<file path="src/core/cvdc_pkg.sv">
// Package of register map, field positions and types for the sequencer.
package cvdc_pkg;
    localparam logic [7:0] OFS_CTRL  = 8'h00;
    localparam logic [7:0] OFS_PRE   = 8'h04;
    localparam logic [7:0] OFS_ACQ   = 8'h08;
    localparam logic [7:0] OFS_RPT   = 8'h0c;
    localparam logic [7:0] OFS_THR   = 8'h10;
    localparam logic [7:0] OFS_STAT  = 8'h14;
    localparam logic [7:0] OFS_ACC   = 8'h18;
    localparam logic [7:0] OFS_CNT   = 8'h1c;

    localparam int B_GO    = 0;
    localparam int B_MODE  = 1;
    localparam int B_DSEN  = 4;
    localparam int B_PPOL  = 5;
    localparam int B_GPOL  = 6;
    localparam int B_IPEN  = 7;
    localparam int B_CAP   = 8;
    localparam int B_DONE  = 0;
    localparam int B_THR   = 1;
    localparam int B_BUSY  = 2;
    localparam int B_SEC   = 3;

    localparam int TW = 9;
    localparam logic [TW-1:0] ACQ_MAX = 9'h100;
    localparam logic [7:0]    CNT_SAT = 8'hff;
    localparam logic [31:0]   RD_ZERO = 32'h0000_0000;

    typedef enum logic [2:0] {
        MD_BASIC, MD_ACCUM, MD_AVG, MD_BURST, MD_LPF
    } cvdc_mode_t;

    typedef enum {ST_IDLE, ST_PRE, ST_ACQ, ST_CONV, ST_CALC} cvdc_state_t;
endpackage : cvdc_pkg

</file>
<file path="src/core/cvdc_tmr_if.sv">
// Interface between the sequencer and its phase timer.
`timescale 1ns/1ps
interface cvdc_tmr_if;
    import cvdc_pkg::*;
    logic          load;
    logic [TW-1:0] value;
    logic          expired;
    modport timer (input load, input value, output expired);
    modport user  (output load, output value, input expired);
endinterface : cvdc_tmr_if

</file>
<file path="src/core/cvdc_top.sv">
// Capacitive divider sequencer and computation selector, AHB-Lite slave.
// Overview of operation
// - Precharge runs only when its duration setting is non-zero.
// - Go bit, trigger or computation restart each begin precharge.
// - A zero precharge duration skips the precharge phase.
// - Precharge ties the hold capacitor to supply or ground by polarity.
// - Precharge drives the pin to the level opposite the hold capacitor.
// - Precharge length equals the precharge duration setting.
// - Precharge pin drive overrides the pin tristate direction.
// - Acquisition starts at conversion start or at precharge end.
// - Acquisition returns the pin to its tristate direction and connects the channel.
// - With precharge, acquisition setting zero means 256 cycles.
// - Without precharge, acquisition setting zero disables timing.
// - Two guard outputs follow guard polarity and invert enable.
// - First precharge start drives both guards to guard polarity.
// - Acquisition start inverts guard A and keeps guard B.
// - Second precharge with invert sets both guards inverse; A toggles.
// - Extra capacitance is on while sampling, off during conversion.
// - Mode field selects basic, accumulate, average, burst or filter.
// - Basic mode converts one or two samples, done flag after the last.
// - Accumulate adds and counts every trigger, tests every trigger.
// - Average tests at repeat count, clears on the next trigger.
// - Burst clears at trigger, converts to repeat count, then tests.
// - Filter passes every result; tests each one after repeat count.
// - After acquisition the held voltage is converted.
// - Differential second sample inverts both precharge levels.
//
// Local design decisions: the AHB-Lite register port and the register addresses.
`timescale 1ns/1ps
module cvdc_top #(
    parameter int ACC_W     = 24,
    parameter int LPF_SHIFT = 2
) (
    input  wire logic        clock,
    input  wire logic        reset,
    input  wire logic        hsel,
    input  wire logic [31:0] haddr,
    input  wire logic [1:0]  htrans,
    input  wire logic        hwrite,
    input  wire logic [2:0]  hsize,
    input  wire logic [31:0] hwdata,
    input  wire logic        hready,
    output logic             hreadyout,
    output logic             hresp,
    output logic [31:0]      hrdata,
    input  wire logic        special_trigger,
    input  wire logic        conv_done,
    input  wire logic [9:0]  conv_result,
    input  wire logic        pin_tristate_direction,
    output logic             conv_start,
    output logic             hold_tie,
    output logic             hold_level,
    output logic             pad_out,
    output logic             pad_oe_n,
    output logic             chan_connect,
    output logic [3:0]       extra_cap,
    output logic             guard_output_a,
    output logic             guard_output_b,
    output logic             busy
);
    import cvdc_pkg::*;

    function automatic logic signed [ACC_W-1:0] ext10(input logic [9:0] v);
        ext10 = {{(ACC_W-10){1'b0}}, v};
    endfunction : ext10

    cvdc_tmr_if tmr ();
    cvdc_phase_timer u_timer (.clock(clock), .reset(reset), .tmr(tmr));

    cvdc_state_t            state_q, state_d, first_ph;
    cvdc_mode_t             mode_q;
    logic                   go_q, dsen_q, ppol_q, gpol_q, ipen_q;
    logic [3:0]             cap_q;
    logic [7:0]             pre_q, acq_q, rpt_q, cnt_q, cnt_n, cnt_inc;
    logic signed [ACC_W-1:0] thr_q, acc_q, acc_n, val_q;
    logic [9:0]             s1_q;
    logic                   second_q, second_d, done_q, thr_hit_q;
    logic                   ap_wr_q, rd_pend_q, hready_q;
    logic [7:0]             ap_addr_q;
    logic [31:0]            rd_mux, hrdata_q;
    logic                   conv_start_q, hold_tie_q, hold_level_q;
    logic                   pad_out_q, pad_oe_n_q, chan_q, ga_q, gb_q;
    logic [3:0]             cap_out_q;
    logic                   test_c, busy_q;

    // Bus slave: writes complete with no wait, reads take one wait state
    // so that a read right after a write sees the new value.
    wire ap_ok   = hsel & htrans[1] & hready;
    wire wr_ctrl = ap_wr_q && ap_addr_q == OFS_CTRL;
    wire wr_pre  = ap_wr_q && ap_addr_q == OFS_PRE;
    wire wr_acq  = ap_wr_q && ap_addr_q == OFS_ACQ;
    wire wr_rpt  = ap_wr_q && ap_addr_q == OFS_RPT;
    wire wr_thr  = ap_wr_q && ap_addr_q == OFS_THR;
    wire wr_stat = ap_wr_q && ap_addr_q == OFS_STAT;

    always_ff @(posedge clock) begin
        if (reset) begin
            ap_wr_q   <= 1'b0;
            rd_pend_q <= 1'b0;
            ap_addr_q <= 8'h00;
            hready_q  <= 1'b1;
            hrdata_q  <= RD_ZERO;
        end else begin
            ap_wr_q   <= ap_ok & hwrite;
            rd_pend_q <= ap_ok & ~hwrite;
            hready_q  <= ~(ap_ok & ~hwrite);
            if (ap_ok) begin
                ap_addr_q <= haddr[7:0];
            end
            hrdata_q  <= rd_pend_q ? rd_mux : RD_ZERO;
        end
    end

    always_comb begin
        rd_mux = RD_ZERO;
        case (ap_addr_q)
            OFS_CTRL: rd_mux = {20'h0_0000, cap_q, ipen_q, gpol_q, ppol_q,
                                dsen_q, mode_q, go_q | busy};
            OFS_PRE:  rd_mux = {24'h00_0000, pre_q};
            OFS_ACQ:  rd_mux = {24'h00_0000, acq_q};
            OFS_RPT:  rd_mux = {24'h00_0000, rpt_q};
            OFS_THR:  rd_mux = {{(32-ACC_W){thr_q[ACC_W-1]}}, thr_q};
            OFS_STAT: rd_mux = {28'h000_0000, second_q, busy, thr_hit_q,
                                done_q};
            OFS_ACC:  rd_mux = {{(32-ACC_W){acc_q[ACC_W-1]}}, acc_q};
            OFS_CNT:  rd_mux = {24'h00_0000, cnt_q};
            default:  rd_mux = RD_ZERO;
        endcase
    end

    // Conversion start and phase selection.
    wire start_c = state_q == ST_IDLE && (go_q || special_trigger);
    wire dbl_c   = state_q == ST_CONV && conv_done && dsen_q && !second_q;
    wire restart_c = state_q == ST_CALC && mode_q == MD_BURST
                     && cnt_inc < rpt_q;
    assign first_ph = (pre_q != 8'h00) ? ST_PRE :
                      (acq_q != 8'h00) ? ST_ACQ :
                      ST_CONV;
    assign cnt_inc = (cnt_q == CNT_SAT) ? cnt_q : cnt_q + 8'h01;

    always_comb begin
        state_d = state_q;
        case (state_q)
            ST_IDLE: if (start_c) state_d = first_ph;
            ST_PRE:  if (tmr.expired) state_d = ST_ACQ;
            ST_ACQ:  if (tmr.expired) state_d = ST_CONV;
            ST_CONV: begin
                if (conv_done) begin
                    state_d = dbl_c ? first_ph : ST_CALC;
                end
            end
            ST_CALC: state_d = restart_c ? first_ph : ST_IDLE;
            default: state_d = ST_IDLE;
        endcase
    end

    assign second_d = dbl_c ? 1'b1 :
                      (start_c || state_q == ST_CALC) ? 1'b0 : second_q;

    wire enter_pre  = state_d == ST_PRE && state_q != ST_PRE;
    wire enter_acq  = state_d == ST_ACQ && state_q != ST_ACQ;
    wire enter_conv = state_d == ST_CONV
                      && (state_q != ST_CONV || conv_done);
    wire [TW-1:0] acq_len = (acq_q == 8'h00) ? ACQ_MAX
                            : {1'b0, acq_q};
    assign tmr.load  = enter_pre | enter_acq;
    assign tmr.value = enter_pre ? {1'b0, pre_q} : acq_len;
    wire hold_lvl_d  = ppol_q ^ second_d;
    wire sampling_d  = state_d == ST_IDLE || state_d == ST_ACQ;

    always_ff @(posedge clock) begin
        if (reset) begin
            state_q  <= ST_IDLE;
            second_q <= 1'b0;
            busy_q   <= 1'b0;
        end else begin
            state_q  <= state_d;
            second_q <= second_d;
            busy_q   <= state_d != ST_IDLE;
        end
    end

    // Analog switch and pin controls are registered from the next state,
    // so every control lines up with the phase it belongs to.
    always_ff @(posedge clock) begin
        if (reset) begin
            conv_start_q <= 1'b0;
            hold_tie_q   <= 1'b0;
            hold_level_q <= 1'b0;
            pad_out_q    <= 1'b0;
            pad_oe_n_q   <= 1'b1;
            chan_q       <= 1'b0;
            cap_out_q    <= 4'h0;
        end else begin
            conv_start_q <= enter_conv;
            hold_tie_q   <= state_d == ST_PRE;
            hold_level_q <= hold_lvl_d;
            pad_out_q    <= ~hold_lvl_d;
            pad_oe_n_q   <= (state_d == ST_PRE) ? 1'b0
                            : pin_tristate_direction;
            chan_q       <= sampling_d;
            cap_out_q    <= sampling_d ? cap_q : 4'h0;
        end
    end

    // Guard ring drive.
    always_ff @(posedge clock) begin
        if (reset) begin
            ga_q <= 1'b0;
            gb_q <= 1'b0;
        end else if (enter_pre) begin
            ga_q <= (second_d && ipen_q) ? ~gpol_q : gpol_q;
            gb_q <= (second_d && ipen_q) ? ~gpol_q : gpol_q;
        end else if (enter_acq) begin
            ga_q <= ~ga_q;
        end
    end

    // Per-mode computation, applied once in ST_CALC per measurement of one or two samples.
    always_comb begin
        acc_n  = acc_q;
        cnt_n  = cnt_q;
        test_c = 1'b0;
        case (mode_q)
            MD_ACCUM: begin
                acc_n  = acc_q + val_q;
                cnt_n  = cnt_inc;
                test_c = 1'b1;
            end
            MD_AVG, MD_BURST: begin
                acc_n  = acc_q + val_q;
                cnt_n  = cnt_inc;
                test_c = cnt_inc >= rpt_q;
            end
            MD_LPF: begin
                acc_n  = acc_q + val_q - (acc_q >>> LPF_SHIFT);
                cnt_n  = cnt_inc;
                test_c = cnt_inc >= rpt_q;
            end
            default: acc_n = acc_q;
        endcase
    end

    wire clr_acc = start_c && (mode_q == MD_BURST
                   || (mode_q == MD_AVG && cnt_q >= rpt_q));
    wire set_done = state_q == ST_CALC;
    wire set_thr  = set_done && test_c && acc_n > thr_q;

    always_ff @(posedge clock) begin
        if (reset) begin
            acc_q <= '0;
            cnt_q <= 8'h00;
            s1_q  <= 10'h000;
            val_q <= '0;
        end else begin
            if (clr_acc) begin
                acc_q <= '0;
                cnt_q <= 8'h00;
            end else if (set_done) begin
                acc_q <= acc_n;
                cnt_q <= cnt_n;
            end
            if (dbl_c) begin
                s1_q <= conv_result;
            end else if (state_q == ST_CONV && conv_done) begin
                val_q <= dsen_q ? ext10(conv_result) - ext10(s1_q)
                                : ext10(conv_result);
            end
        end
    end

    // Software registers; a hardware set wins over a same-cycle clear.
    always_ff @(posedge clock) begin
        if (reset) begin
            go_q      <= 1'b0;
            mode_q    <= MD_BASIC;
            dsen_q    <= 1'b0;
            ppol_q    <= 1'b0;
            gpol_q    <= 1'b0;
            ipen_q    <= 1'b0;
            cap_q     <= 4'h0;
            pre_q     <= 8'h00;
            acq_q     <= 8'h00;
            rpt_q     <= 8'h00;
            thr_q     <= '0;
            done_q    <= 1'b0;
            thr_hit_q <= 1'b0;
        end else begin
            go_q <= (go_q & ~start_c) | (wr_ctrl & hwdata[B_GO]);
            if (wr_ctrl) begin
                mode_q <= cvdc_mode_t'(hwdata[B_MODE+2:B_MODE]);
                dsen_q <= hwdata[B_DSEN];
                ppol_q <= hwdata[B_PPOL];
                gpol_q <= hwdata[B_GPOL];
                ipen_q <= hwdata[B_IPEN];
                cap_q  <= hwdata[B_CAP+3:B_CAP];
            end
            if (wr_pre) pre_q <= hwdata[7:0];
            if (wr_acq) acq_q <= hwdata[7:0];
            if (wr_rpt) rpt_q <= hwdata[7:0];
            if (wr_thr) thr_q <= hwdata[ACC_W-1:0];
            done_q <= set_done | (done_q & ~(wr_stat & hwdata[B_DONE]));
            thr_hit_q <= set_thr | (thr_hit_q & ~(wr_stat & hwdata[B_THR]));
        end
    end

    assign hreadyout      = hready_q;
    assign hresp          = 1'b0;
    assign hrdata         = hrdata_q;
    assign conv_start     = conv_start_q;
    assign hold_tie       = hold_tie_q;
    assign hold_level     = hold_level_q;
    assign pad_out        = pad_out_q;
    assign pad_oe_n       = pad_oe_n_q;
    assign chan_connect   = chan_q;
    assign extra_cap      = cap_out_q;
    assign guard_output_a = ga_q;
    assign guard_output_b = gb_q;
    assign busy           = busy_q;

    // Cycle count within the current phase, read only by the checks below.
    logic [8:0] ph_cyc_q;
    always_ff @(posedge clock) begin
        if (reset || state_d != state_q) ph_cyc_q <= 9'h000;
        else ph_cyc_q <= ph_cyc_q + 9'h001;
    end
endmodule : cvdc_top

</file>
<file path="src/core/cvdc_phase_timer.sv">
// Down-counter that times the precharge and acquisition phases.
`timescale 1ns/1ps
module cvdc_phase_timer (
    input wire logic    clock,
    input wire logic    reset,
    cvdc_tmr_if.timer   tmr
);
    import cvdc_pkg::*;
    logic [TW-1:0] cnt_q;

    // A load of N keeps the phase open for exactly N clock cycles.
    always_ff @(posedge clock) begin
        if (reset) begin
            cnt_q <= '0;
        end else if (tmr.load) begin
            cnt_q <= tmr.value;
        end else if (cnt_q != '0) begin
            cnt_q <= cnt_q - 1'b1;
        end
    end

    assign tmr.expired = (cnt_q == 9'h001);
endmodule : cvdc_phase_timer

</file>
<file path="config.mk">
export PLATFORM = sky130hd
export DESIGN_NAME = cvdc_top
export DESIGN_NICKNAME = d
export VERILOG_FILES = /design/src/core/cvdc_pkg.sv /design/src/core/cvdc_tmr_if.sv /design/src/core/cvdc_top.sv /design/src/core/cvdc_phase_timer.sv
export SDC_FILE = /design/constraint.sdc
export NUM_CORES = 1
export LEC_CHECK = 0
export ABC_AREA = 1
export BUFFER_PORTS_ARGS = -buffer_cell sky130_fd_sc_hd__buf_2
export CORE_AREA = 2 2 208 210
export DETAILED_ROUTE_END_ITERATION = 7
export DIE_AREA = 0 0 210 212
export GPL_ROUTABILITY_DRIVEN = 1
export PLACE_DENSITY_LB_ADDON = 0.3
export SETUP_SLACK_MARGIN = 0.2
export SYNTH_ARGS = -nofsm -noshare
export SYNTH_HDL_FRONTEND = slang
export SYNTH_SLANG_ARGS = --single-unit
</file>
<file path="constraint.sdc">
create_clock -name clock -period 6.8 [get_ports clock]
set_input_delay 1.02 -clock clock [delete_from_list [all_inputs] [get_ports clock]]
set_output_delay 1.02 -clock clock [all_outputs]
set_load 0.03 [all_outputs]
</file>
After elaboration in Yosys (flattened, before gate mapping)
Index checks and enable logic that the tools add are counted.

$add $sub $neg: 5. Mux-type cells: 24. Bitwise operators: 27. Reductions and logical operators: 45. Eq/ne operators: 25. $lt $le $gt $ge: 4.

Operators by type and width (number): $pmux W32 S8 (1); $pmux W32 S5 (1); $eq A32 B3 Y1 const B (4); $mux W32 (4); $eq A32 B2 Y1 const B (3); $logic_not A32 Y1 (3); $ne A32 B3 Y1 const B (2); $pmux W24 S2 (1); $mux W9 (4); $eq A32 B1 Y1 const B (1); $eq A32 B4 Y1 const B (1); $eq A8 B5 Y1 const B (4); $ne A32 B2 Y1 const B (1); $reduce_bool A32 Y1 (1); $add A24 B24 Y24 (1); $gt A24 B24 Y1 (1); $mux W24 (1); $sub A24 B22 Y24 (1); $logic_and A1 B1 Y1 (20); $eq A8 B4 Y1 const B (2); $ge A8 B8 Y1 (2); $logic_not A8 Y1 (2); $reduce_bool A8 Y1 (2); $not A1 Y1 (11); 26 further kinds (56).

Register bits after elaboration: 226. Input bits: 87. Output and inout bits: 47.

Logic depth before layout (Yosys ltp)
Gate-level depths: netlist of the first run.

Depth in word-level cells: 11. Depth in mapped cells: 34.

By module
Synthesis of the first run repeated with hierarchy kept, for this count alone.

Cells, all modules: 1878. Area, all modules: 13016.2 um^2.

Modules (own cells, without submodules): cvdc_top (instances 1, cells an instance 1775, area each 12394.4 um^2, seq. area each 3923.8 um^2); cvdc_phase_timer (instances 1, cells an instance 103, area each 621.8 um^2, seq. area each 180.2 um^2).

Least setup slack after synthesis of the first run
Ideal clock, no wire load.

Path kind: reg-to-reg. From: reg acc_q[2]. To: reg thr_hit_q. Setup slack: 2.002 ns. Required time: 6.729 ns. Cell stages (with the launch flop): 32. Path buffers: 1. Library setup time: 0.071 ns. Data arrival time: 4.727 ns. Cells stage by stage: dfxtp_1 > ha_1 > a21oi_1 > nand2_1 > a21oi_1 > o21ai_1 > a21oi_1 > o21ai_1 > xor2_1 > ha_1 > clkbuf_1 > nand2_1 > nor2_1 > nand4_1 > o21ai_2 > a21oi_1 > or2_2 > nand3_1 > nand2_1 > o21ai_0 > inv_1 > ha_1 > nand2_1 > inv_1 > nand3_1 > nor2_1 > nor4b_1 > nand2_1 > nand4_1 > xnor2_1 > nand4_1 > a21oi_1.

Longest elaborated chain between the ends: 6.

Ends and longest elaborated chain: from (decl) (line cvdc_top.sv:75) `logic signed [ACC_W-1:0] thr_q, acc_q, acc_n, val_q;`; from (signal assigned) (line cvdc_top.sv:260) `acc_q <= acc_n;`; $add A24 B24 Y24 (line cvdc_top.sv:226, cvdc_top.sv:231, cvdc_top.sv:236); $sub A24 B22 Y24 (line cvdc_top.sv:236) `acc_n = acc_q + val_q - (acc_q >>> LPF_SHIFT);`; $pmux W24 S2 * (line cvdc_top.sv:224) `case (mode_q)`; net acc_n[19] (line cvdc_top.sv:75); $gt A24 B24 Y1 * (line cvdc_top.sv:247) `wire set_thr = set_done && test_c && acc_n > thr_q;`; $logic_and A1 B1 Y1 * (line cvdc_top.sv:247); $or A1 B1 Y1 * (line cvdc_top.sv:303) `thr_hit_q <= set_thr | (thr_hit_q & ~(wr_stat & hwdata[B_THR]));`; to (signal assigned) (line cvdc_top.sv:303); to (decl) (line cvdc_top.sv:77) `logic second_q, second_d, done_q, thr_hit_q;`.

The timed path passes the listed nets; every way through them passes the cells marked *. A chain may end at the register's enable or synchronous reset.

Worst setup path after layout of the first run
Ends and elaborated chain as after synthesis.

==> results of run 1 <==
==> layout by cell type (no fill, tap or decap), types with 5 or more instances in the layout <==
master | synthesis | routed
nor3_1 | 25 | 25
a211oi_1 | 17 | 17
a21oi_1 | 202 | 201
conb_1 | 1 | 30
nand3_1 | 67 | 67
buf_2 | 5 | 96
o22ai_1 | 20 | 20
nor2_1 | 142 | 142
a31oi_1 | 9 | 9
inv_1 | 254 | 253
o21ai_1 | 13 | 13
clkbuf_16 | 0 | 25
a21o_1 | 6 | 6
nor4_1 | 5 | 5
o211ai_1 | 9 | 9
or2_2 | 6 | 6
dfxtp_1 | 205 | 203
nor2_4 | 9 | 9
inv_2 | 10 | 11
nand4_1 | 30 | 30
bufinv_16 | 0 | 6
xnor2_1 | 9 | 9
nand2_1 | 327 | 327
nor2_2 | 14 | 14
o2111ai_1 | 7 | 7
xor2_1 | 30 | 30
o21ai_0 | 176 | 176
nand2_2 | 7 | 7
buf_4 | 9 | 8
ha_1 | 99 | 99
==> worst paths after layout <==
path | endpoint | from
worst min-delay path | ap_addr_q[1]$_SDFFE_PP0P_ | ap_addr_q[1]$_SDFFE_PP0P_
worst min register to register | ap_addr_q[1]$_SDFFE_PP0P_ | ap_addr_q[1]$_SDFFE_PP0P_
worst max-delay path | thr_hit_q$_SDFF_PP0_ | acc_q[2]$_SDFFE_PP0P_
worst max register to register | thr_hit_q$_SDFF_PP0_ | acc_q[2]$_SDFFE_PP0P_
==> registers in the layout, indices dropped and copies added (netlist names), 9 cells and up <==
| register | cells |
|---|---|
| hrdata | 24 |
| thr_q | 24 |
| u_timer.cnt_q | 9 |
| state_q | 32 |
| acc_q | 24 |
| val_q | 11 |
| s1_q | 10 |
==> worst min-delay path: stages, from the launching register on <==
cell and delay [ps]:
dfxtp_1 310, inv_1 50, a21oi_1 50
==> power breakdown <==
group          internal (mW)  switching, mW  total, mW
registers               1.23         0.0174       1.25
clock network          0.947          0.560       1.51
logic                  0.117          0.208      0.324
==> final cells by class <==
type                       instances  area share, %
multi-input combinational       1306           50.1
sequential                       205           28.2
inverter                         267           6.87
tap                              546           4.68
clock buffer                      30           4.62
timing repair buffer             104           3.71
clock inverter                    16           1.87
==> logic make-up after synthesis <==
logic type	Yosys count	synth area share, %
other cells	1	0.0298
compound gates	485	21.1
buf+inv	323	10.1
xor+xnor	39	2.72
simple gates	650	23.0
fa+ha+maj	102	10.3
flops	205	32.7
==> per-layer routing <==
layer / share of wire, % / routed length [um]
met4: 4.2 / 1640
met1: 45 / 17700
met2: 45 / 17500
met5: 0 / 0
met3: 5.7 / 2240
==> stage by stage <==
step | instance area, um^2 | utilization, % | std cells | power, mW | setup WS (ps)
finish | 14600 | 34.3 | 2474 | 3.08 | 870
global placement | 13600 | 32.1 | 2428 | 1.60 | 856
detailed placement | 13600 | 32.1 | 2428 | 1.60 | 811
floorplan | 12700 | - | 1834 | 1.51 | 2000
global route | 14600 | 34.3 | 2474 | 3.21 | 278
CTS | 14600 | 34.3 | 2474 | 3.12 | 781
==> timing repair <==
action                     CTS  global route
gates resized for setup      0             3
setup endpoints to repair    0             1
setup buffers                0             0
hold buffers                 0             0
==> qor.csv, run 1 <==
stage,metric,value,unit
cells_and_area,n_antenna_cell,0,
worst_setup_path,crit_fanout,6,
route,vias,12100,
route,ant_nets,0,
timing,max_clock_freq,0.169,GHz
global_route,global_route.usage.met1,23.2,%
logic_synthesis,synth_seq_area_share,32.7,%
timing,hold_viol_final,0,
logic_synthesis,synth_largest_area_cell,dfxtp_1,
cts,tritoncts,built,
hold_path,hp-class,register to register,
power_and_ir_drop,power.leakage,6.68,nW
timing,slew_violations,0,
worst_setup_path,r2r_cells,34,
cts,htree_levels,1,
global_route,grt_pass1_vias,11600,
cts,cts_root_buf,clkbuf_16,
logic_synthesis,syn_area,12600,um^2
worst_setup_path,cp_num_buf_inv,4,
logic_synthesis,synth_edf_count,0,
worst_setup_path,critical_path_class,register to register,
logic_synthesis,ys_top_cells_by_area,"dfxtp_1 (33%), ha_1 (9.9%), nand2_1 (9.8%)",
worst_setup_path,r2r_setup_slack,870,ps
timing,holdWs,447,ps
cts,cts_made_buffers,25,
floorplanning,ios,134,
global_route,grt_overflow,0,
global_route,grt-busiest-layer,met2,
job,cap_violations,0,
place,hpwlAfterDp,30.8,mm
floorplanning,initial_utilization,29.6,%
route,avgRoutedWirePerCell,15.8,um
place,place_congestion,0.934,
worst_setup_path,crit_top_cell,nand2_1,
hold_path,min_path_cells,2,
worst_setup_path,critical_path.slowest_cell,dfxtp_2,
worst_setup_path,end_kind,register,
cells_and_area,multiInputGateArea,7310,um^2
logic_synthesis,async_flop_share,0,%
logic_synthesis,syn_area_per_cell,6.96,um^2
logic_synthesis,synth_cells,1805,
cells_and_area,regArea,4110,um^2
worst_setup_path,crit_required,7280,ps
cts,clk_pin_slew,60,ps
timing,tns,0,ps
cells_and_area,fin_nets,2098,
global_route,antenna_found_initial,0,
global_route,use_met3,2.39,%
route,route.detailed.drc,0,
timing,tightest_slew,1080,ps
floorplanning,dieArea,44500,um^2
cts,cts_sinks,205,
cts,cts_max_path_buffers,3,
worst_setup_path,crit_cells,34,
timing,grt_setup_unrepaired,false,
logic_synthesis,ys_types,55,
timing,fin_skew,17.2,ps
global_route,grt_use_total,17.5,%
global_route,grt_use_met2,28.7,%
cells_and_area,layout-drive-gt1-share,10.9,%
power_and_ir_drop,powerDensity,211,nW/um^2
worst_setup_path,cpLargestDelayFamily,simple AND/OR/NAND/NOR gates,
floorplanning,core,42500,um^2
logic_synthesis,synth_seq_cells,205,
timing,relSlewSlack,27.6,%
cells_and_area,synthToLayoutAreaGrowth,16.1,%
logic_synthesis,synth_top_area_share,32.7,%
global_route,grt_max_degree,79,
global_route,grt_pass1_wl,62.0,mm
floorplanning,die_h,212,um
logic_synthesis,ys.flop_type,dfxtp_1,
worst_setup_path,startpoint_type,register,
route,first_pass_iters,5,
logic_synthesis,yosys_warnings,0,
logic_synthesis,synth.most_common_cell,nand2_1,
timing,fin_crit_sh,87.2,%
power_and_ir_drop,irDropWorstVdd,0.000215,V
place,io_buffer_count,96,
cells_and_area,nFillCells,4547,
worst_setup_path,arrival,6410,ps
route,viasPerCell,4.91,
timing,fin_crit,5930,ps
worst_setup_path,slowest_delay,360,ps
floorplanning,die_w,210,um
outcome,status,finished clean,
timing,setup_viol,0,
floorplanning,rows,76,
cts,clk_latency,550,ps
route,drtIter0Drc,795,
route,routed_wl,39.1,mm
logic_synthesis,synth_top_cells_by_count,"nand2_1 (327), inv_1 (254), dfxtp_1 (205)",
Note: power is estimated with default switching activity, not from simulation.
==> run 2, diff against run 1 <==
ABC_AREA = 0   (was 1)
CAP_MARGIN = 20   (was unset)
CORE_AREA = 2 2 202 204   (was 2 2 208 210)
DIE_AREA = 0 0 204 206   (was 0 0 210 212)
==> qor.csv, run 2 <==
stage,metric,value,unit
floorplanning,dieArea,42000,um^2
place,place_congestion,0.895,
cts,clk_latency,540,ps
cells_and_area,utilization,34.5,%
cells_and_area,nFillCells,4272,
timing,max_clock_freq,0.163,GHz
cts,cts_sinks,205,
power_and_ir_drop,power.leakage,5.69,nW
timing,fin_crit,6140,ps
worst_setup_path,end_kind,register,
hold_path,hp-class,register to register,
place,io_buffer_count,96,
hold_path,min_path_cells,2,
cts,clk_pin_slew,60,ps
timing,tns,0,ps
timing,fin_skew,10.7,ps
timing,hold_viol_final,0,
logic_synthesis,ys_types,70,
cells_and_area,layout-drive-gt1-share,11.9,%
route,vias,10800,
cts,htree_levels,1,
route,route.detailed.drc,0,
timing,tightest_slew,946,ps
hold_path,whs_endpoint,ap_addr_q[0]$_SDFFE_PP0P_,
floorplanning,die_h,206,um
timing,grt_setup_unrepaired,false,
logic_synthesis,synth_seq_area_share,34.7,%
timing,holdWs,452,ps
floorplanning,ios,134,
worst_setup_path,r2r_setup_slack,660,ps
cells_and_area,largest_reg_flops,32,
logic_synthesis,syn_area_per_cell,8.04,um^2
logic_synthesis,synth_edf_count,0,
logic_synthesis,synth_cells,1471,
worst_setup_path,r2r_cells,28,
global_route,grt_pass1_wl,56.8,mm
timing,relSlewSlack,36.7,%
worst_setup_path,r2r_end,thr_hit_q$_SDFF_PP0_,
logic_synthesis,synth.most_common_cell,dfxtp_1,
route,routed_wl,35.7,mm
cells_and_area,n_antenna_cell,0,
logic_synthesis,async_flop_share,0,%
route,avgRoutedWirePerCell,16.8,um
power_and_ir_drop,power,3.00,mW
logic_synthesis,syn_area,11800,um^2
worst_setup_path,crit_top_cell,o21ai_0,
timing,fin_crit_sh,90.3,%
cells_and_area,layout_common_cells,"dfxtp_1 (204), nand2_1 (190), nor2_1 (136), a21oi_1 (136), ha_1 (99)",
logic_synthesis,ys.flop_type,dfxtp_1,
worst_setup_path,crit_required,7220,ps
global_route,grt_pass1_vias,10400,
global_route,grt_max_degree,62,
route,viasPerCell,5.08,
logic_synthesis,synth_top_area_share,34.7,%
worst_setup_path,startpoint_type,register,
global_route,grt_use_total,17.0,%
place,dpl_cell_area,12900,um^2
cells_and_area,layout_commonest_cell,dfxtp_1,
job,cap_violations,0,
route,ant_nets,0,
logic_synthesis,synth_seq_cells,205,
cells_and_area,regMostFlops,state_q,
cells_and_area,regArea,4110,um^2
timing,slew_violations,0,
worst_setup_path,crit_fanout,5,
cts,cts_made_buffers,25,
timing,setup_viol,0,
floorplanning,rows,74,
floorplanning,die_w,204,um
cts,cts_root_buf,clkbuf_16,
global_route,grt_overflow,0,
cells_and_area,multiInputGateArea,7220,um^2
power_and_ir_drop,powerDensity,216,nW/um^2
worst_setup_path,arrival,6570,ps
logic_synthesis,ys_top_cells_by_area,"dfxtp_1 (35%), ha_1 (10%), nand2_1 (6.0%)",
cts,cts_max_path_buffers,3,
power_and_ir_drop,irDropWorstVdd,0.000233,V
worst_setup_path,critical_path.slowest_cell,a2111oi_1,
worst_setup_path,critical_path_class,register to register,
hold_path,hp-start,ap_addr_q[0]$_SDFFE_PP0P_,
logic_synthesis,yosys_warnings,0,
worst_setup_path,slowest_delay,430,ps
outcome,status,finished clean,
worst_setup_path,r2r-start,acc_q[1]$_SDFFE_PP0P_,
logic_synthesis,synth_top_cells_by_count,"dfxtp_1 (205), nand2_1 (190), a21oi_1 (137)",
place,hpwlAfterDp,27.1,mm
cells_and_area,fin_nets,1764,
cts,ctsHoldBuffers,0,
route,drtIter0Drc,796,
cells_and_area,synthToLayoutAreaGrowth,17.4,%
logic_synthesis,synth_largest_area_cell,dfxtp_1,
cells_and_area,fin_area,13900,um^2
global_route,antenna_found_initial,3,
floorplanning,core,40200,um^2
route,first_pass_iters,7,
cts,tritoncts,built,
floorplanning,initial_utilization,29.4,%
==> run 2: changes by cell type after synthesis, sizes merged, moves of 22 or more <==
cell and delta:
inv -175, nand2 -145, o21ai -135, a21oi -67, a22oi +39, xnor2 +35, a21o +34, nor2 -28
clkbuf +22
==> run 2: where the power goes <==
| group | switching [mW] | leakage, nW | internal, mW | total (mW) |
|---|---|---|---|---|
| combinational | 0.180 | 3.59 | 0.139 | 0.319 |
| clock | 0.554 | 0.428 | 0.869 | 1.42 |
| sequential | 0.0259 | 1.67 | 1.24 | 1.26 |
| total | 0.759 | 5.69 | 2.24 | 3.00 |
==> run 2: cells by family (layout without fill, tap and decap cells) <==
| logic type | Yosys count | count (layout) | share of synthesized area, % |
|---|---|---|---|
| and+or+nand+nor | 506 | 506 | 19.5 |
| adders and majority gates | 102 | 102 | 11.0 |
| other | 1 | 30 | 0.0317 |
| buffers and inverters | 162 | 256 | 5.50 |
| muxes | 20 | 20 | 1.70 |
| xor gates and xnor gates | 62 | 62 | 4.59 |
| AOI/OAI and AO/OA | 413 | 413 | 23.0 |
| DFF | 205 | 205 | 34.7 |
==> run 2: layout make-up <==
type	count	area share [%]
Clock buffer	33	4.94
Clock inverter	13	1.36
Inverter	89	2.41
Multi-Input combinational cell	1133	52.0
Sequential cell	205	29.6
Tap cell	532	4.80
Timing Repair Buffer	121	4.91
==> run 2: worst max path at each step <==
stage / startpoint / to
floorplan: acc_q[0]$_SDFFE_PP0P_ / thr_hit_q$_SDFF_PP0_
global route: acc_q[1]$_SDFFE_PP0P_ / thr_hit_q$_SDFF_PP0_
global placement: acc_q[0]$_SDFFE_PP0P_ / thr_hit_q$_SDFF_PP0_
CTS: acc_q[0]$_SDFFE_PP0P_ / thr_hit_q$_SDFF_PP0_
finish: acc_q[1]$_SDFFE_PP0P_ / thr_hit_q$_SDFF_PP0_
detailed placement: acc_q[0]$_SDFFE_PP0P_ / thr_hit_q$_SDFF_PP0_
==> run 2: worst max-delay path: cells and delay by family (launching register included) <==
| family | cells | cell delay (ps) |
|---|---|---|
| XOR/XNOR | 2 | 460 |
| multiplexers | 1 | 230 |
| buffers and inverters | 1 | 160 |
| adder cells (fa/ha/maj) | 3 | 1010 |
| flip-flops | 1 | 350 |
| AO/OA/AOI/OAI | 15 | 2960 |
| AND/OR/NAND/NOR | 6 | 840 |
==> run 2: stage by stage <==
stage | worst slack, ps | std cells
finish | 658 | 2126
CTS | 327 | 2117
global route | 176 | 2126
floorplan | 1430 | 1500
detailed placement | 380 | 2071
global placement | 452 | 2071
==> run 2: repair_timing <==
item	in CTS	in global routing
buffers inserted	0	5
hold endpoints to repair	0	0
resized for setup	0	11
setup endpoints to repair	0	1
==> run 2: layer usage <==
metal	vias up	routed length, um	track usage, %
li1	5411	-	-
met1	5019	16100	22.0
met2	298	16400	28.6
met3	66	2150	3.30
met4	6	1050	5.18
met5	-	37	0
==> run 3, diff against run 2 <==
CORE_AREA = 2 2 145 147   (was 2 2 202 204)
DIE_AREA = 0 0 147 149   (was 0 0 204 206)
==> qor.csv, run 3 (same netlist as run 2, synthesis figures left out) <==
stage,metric,value,unit
route,avgRoutedWirePerCell,17.5,um
timing,fin_skew,29.2,ps
cells_and_area,regMostFlops,state_q,
cells_and_area,nFillCells,1769,
place,place_congestion,0.930,
worst_setup_path,r2r_end,thr_hit_q$_SDFF_PP0_,
worst_setup_path,critical_path_class,register to register,
cts,ctsHoldBuffers,0,
cells_and_area,fin_nets,1754,
cells_and_area,synthToLayoutAreaGrowth,13.2,%
timing,holdWs,455,ps
route,route.detailed.drc,0,
cells_and_area,fin_area,13400,um^2
cells_and_area,layout.cells.non_filler,1856,
cells_and_area,utilization,65.1,%
floorplanning,ios,134,
global_route,antenna_found_initial,0,
route,ant_nets,0,
outcome,status,finished clean,
timing,relSlewSlack,24.6,%
floorplanning,die_h,149,um
route,drtIter0Drc,1012,
worst_setup_path,r2r-start,acc_q[0]$_SDFFE_PP0P_,
worst_setup_path,r2r_cells,28,
hold_path,hp-class,register to register,
cells_and_area,layout_common_cells,"dfxtp_1 (203), nand2_1 (190), a21oi_1 (137)",
worst_setup_path,startpoint_type,register,
cts,htree_levels,1,
worst_setup_path,arrival,6480,ps
global_route,grt_pass1_wl,51.9,mm
route,vias,11100,
cts,cts_made_buffers,22,
timing,fin_crit_sh,89.6,%
worst_setup_path,crit_fanout,5,
floorplanning,rows,53,
power_and_ir_drop,power,2.81,mW
cells_and_area,layout-drive-gt1-share,11.2,%
route,first_pass_iters,6,
worst_setup_path,cp-endpoint,thr_hit_q$_SDFF_PP0_,
timing,max_clock_freq,0.164,GHz
place,place_ws,493,ps
worst_setup_path,crit_required,7190,ps
global_route,grt_overflow,0,
worst_setup_path,critical_path.startpoint,acc_q[0]$_SDFFE_PP0P_,
cts,cts_root_buf,clkbuf_16,
power_and_ir_drop,irDropWorstVdd,0.000248,V
cells_and_area,n_antenna_cell,0,
timing,tns,0,ps
timing,setup_viol,0,
global_route,grt_pass1_vias,10600,
route,viasPerCell,5.97,
place,hpwlAfterDp,24.1,mm
cells_and_area,largest_reg_flops,32,
worst_setup_path,r2r_setup_slack,700,ps
power_and_ir_drop,powerDensity,210,nW/um^2
timing,tightest_slew,1130,ps
floorplanning,die_w,147,um
place,io_buffer_count,96,
cts,clk_latency,520,ps
power_and_ir_drop,power.leakage,5.57,nW
timing,setup_ws,704,ps
timing,fin_crit,6100,ps
place,placed_cells,1809,
cts,clk_pin_slew,70,ps
global_route,grt_max_degree,70,
worst_setup_path,critical_path.slowest_cell,fa_1,
worst_setup_path,slowest_delay,410,ps
place,dpl_cell_area,12500,um^2
timing,grt_setup_unrepaired,false,
cts,cts_sinks,205,
timing,hold_viol_final,0,
cts,tritoncts,built,
cells_and_area,layout_commonest_cell,dfxtp_1,
floorplanning,core,20600,um^2
job,cap_violations,0,
floorplanning,dieArea,21900,um^2
floorplanning,initial_utilization,57.5,%
route,routed_wl,32.4,mm
worst_setup_path,end_kind,register,
timing,slew_violations,0,
global_route,grt_use_total,29.0,%
cts,cts_max_path_buffers,3,
hold_path,hp-start,ap_addr_q[0]$_SDFFE_PP0P_,
==> run 3: layout make-up <==
type	instances	area, um^2	area share, %
clock buffer	30	631	4.71
clock inverter	10	125	0.935
inverter	89	334	2.50
multi-input combinational	1133	7210	53.9
sequential	205	4110	30.7
tap	275	344	2.57
timing repair buffer	114	629	4.70
==> run 3: worst min-delay path by stage <==
| stage | slack (ps) | cells past startpoint | to |
|---|---|---|---|
| 3_3_place_gp | 440 | 2 | ap_addr_q[1]$_SDFFE_PP0P_ |
| 5_1_grt | 480 | 2 | ap_addr_q[7]$_SDFFE_PP0P_ |
| 3_5_place_dp | 450 | 2 | ap_addr_q[0]$_SDFFE_PP0P_ |
| 6_report | 460 | 2 | ap_addr_q[0]$_SDFFE_PP0P_ |
| 4_1_cts | 460 | 2 | ap_addr_q[0]$_SDFFE_PP0P_ |
| 2_1_floorplan | 430 | 2 | ap_addr_q[1]$_SDFFE_PP0P_ |
==> run 3: layer usage <==
layer	up-vias	share of wire [%]	global-route usage, %
met1	5121	40	35.4
met4	0	5.2	14.4
li1	5379	-	-
met2	459	48	50.3
met3	117	7.1	4.16
met5	-	0	0
==> run 3: repair_timing <==
action	in CTS	in global routing
setup endpoints to repair	0	1
buffers inserted	0	4
resized for setup	0	9
==> run 3: worst max-delay path: cells and delay by family, from the launching register on <==
family                   cells  cell delay [ps]
AO/OA/AOI/OAI               10             2090
XOR/XNOR                     2              360
adder cells (fa/ha/maj)      4             1300
buffers and inverters        1               60
flip-flops                   1              380
multiplexers                 1              200
AND/OR/NAND/NOR             10             1580
==> run 3: where the power goes <==
group / internal (mW) / total [mW] / switching (mW) / leakage, nW
registers: 1.24 / 1.26 / 0.0250 / 1.67
clock network: 0.730 / 1.23 / 0.496 / 0.358
logic: 0.140 / 0.320 / 0.181 / 3.55
total: 2.11 / 2.81 / 0.702 / 5.57
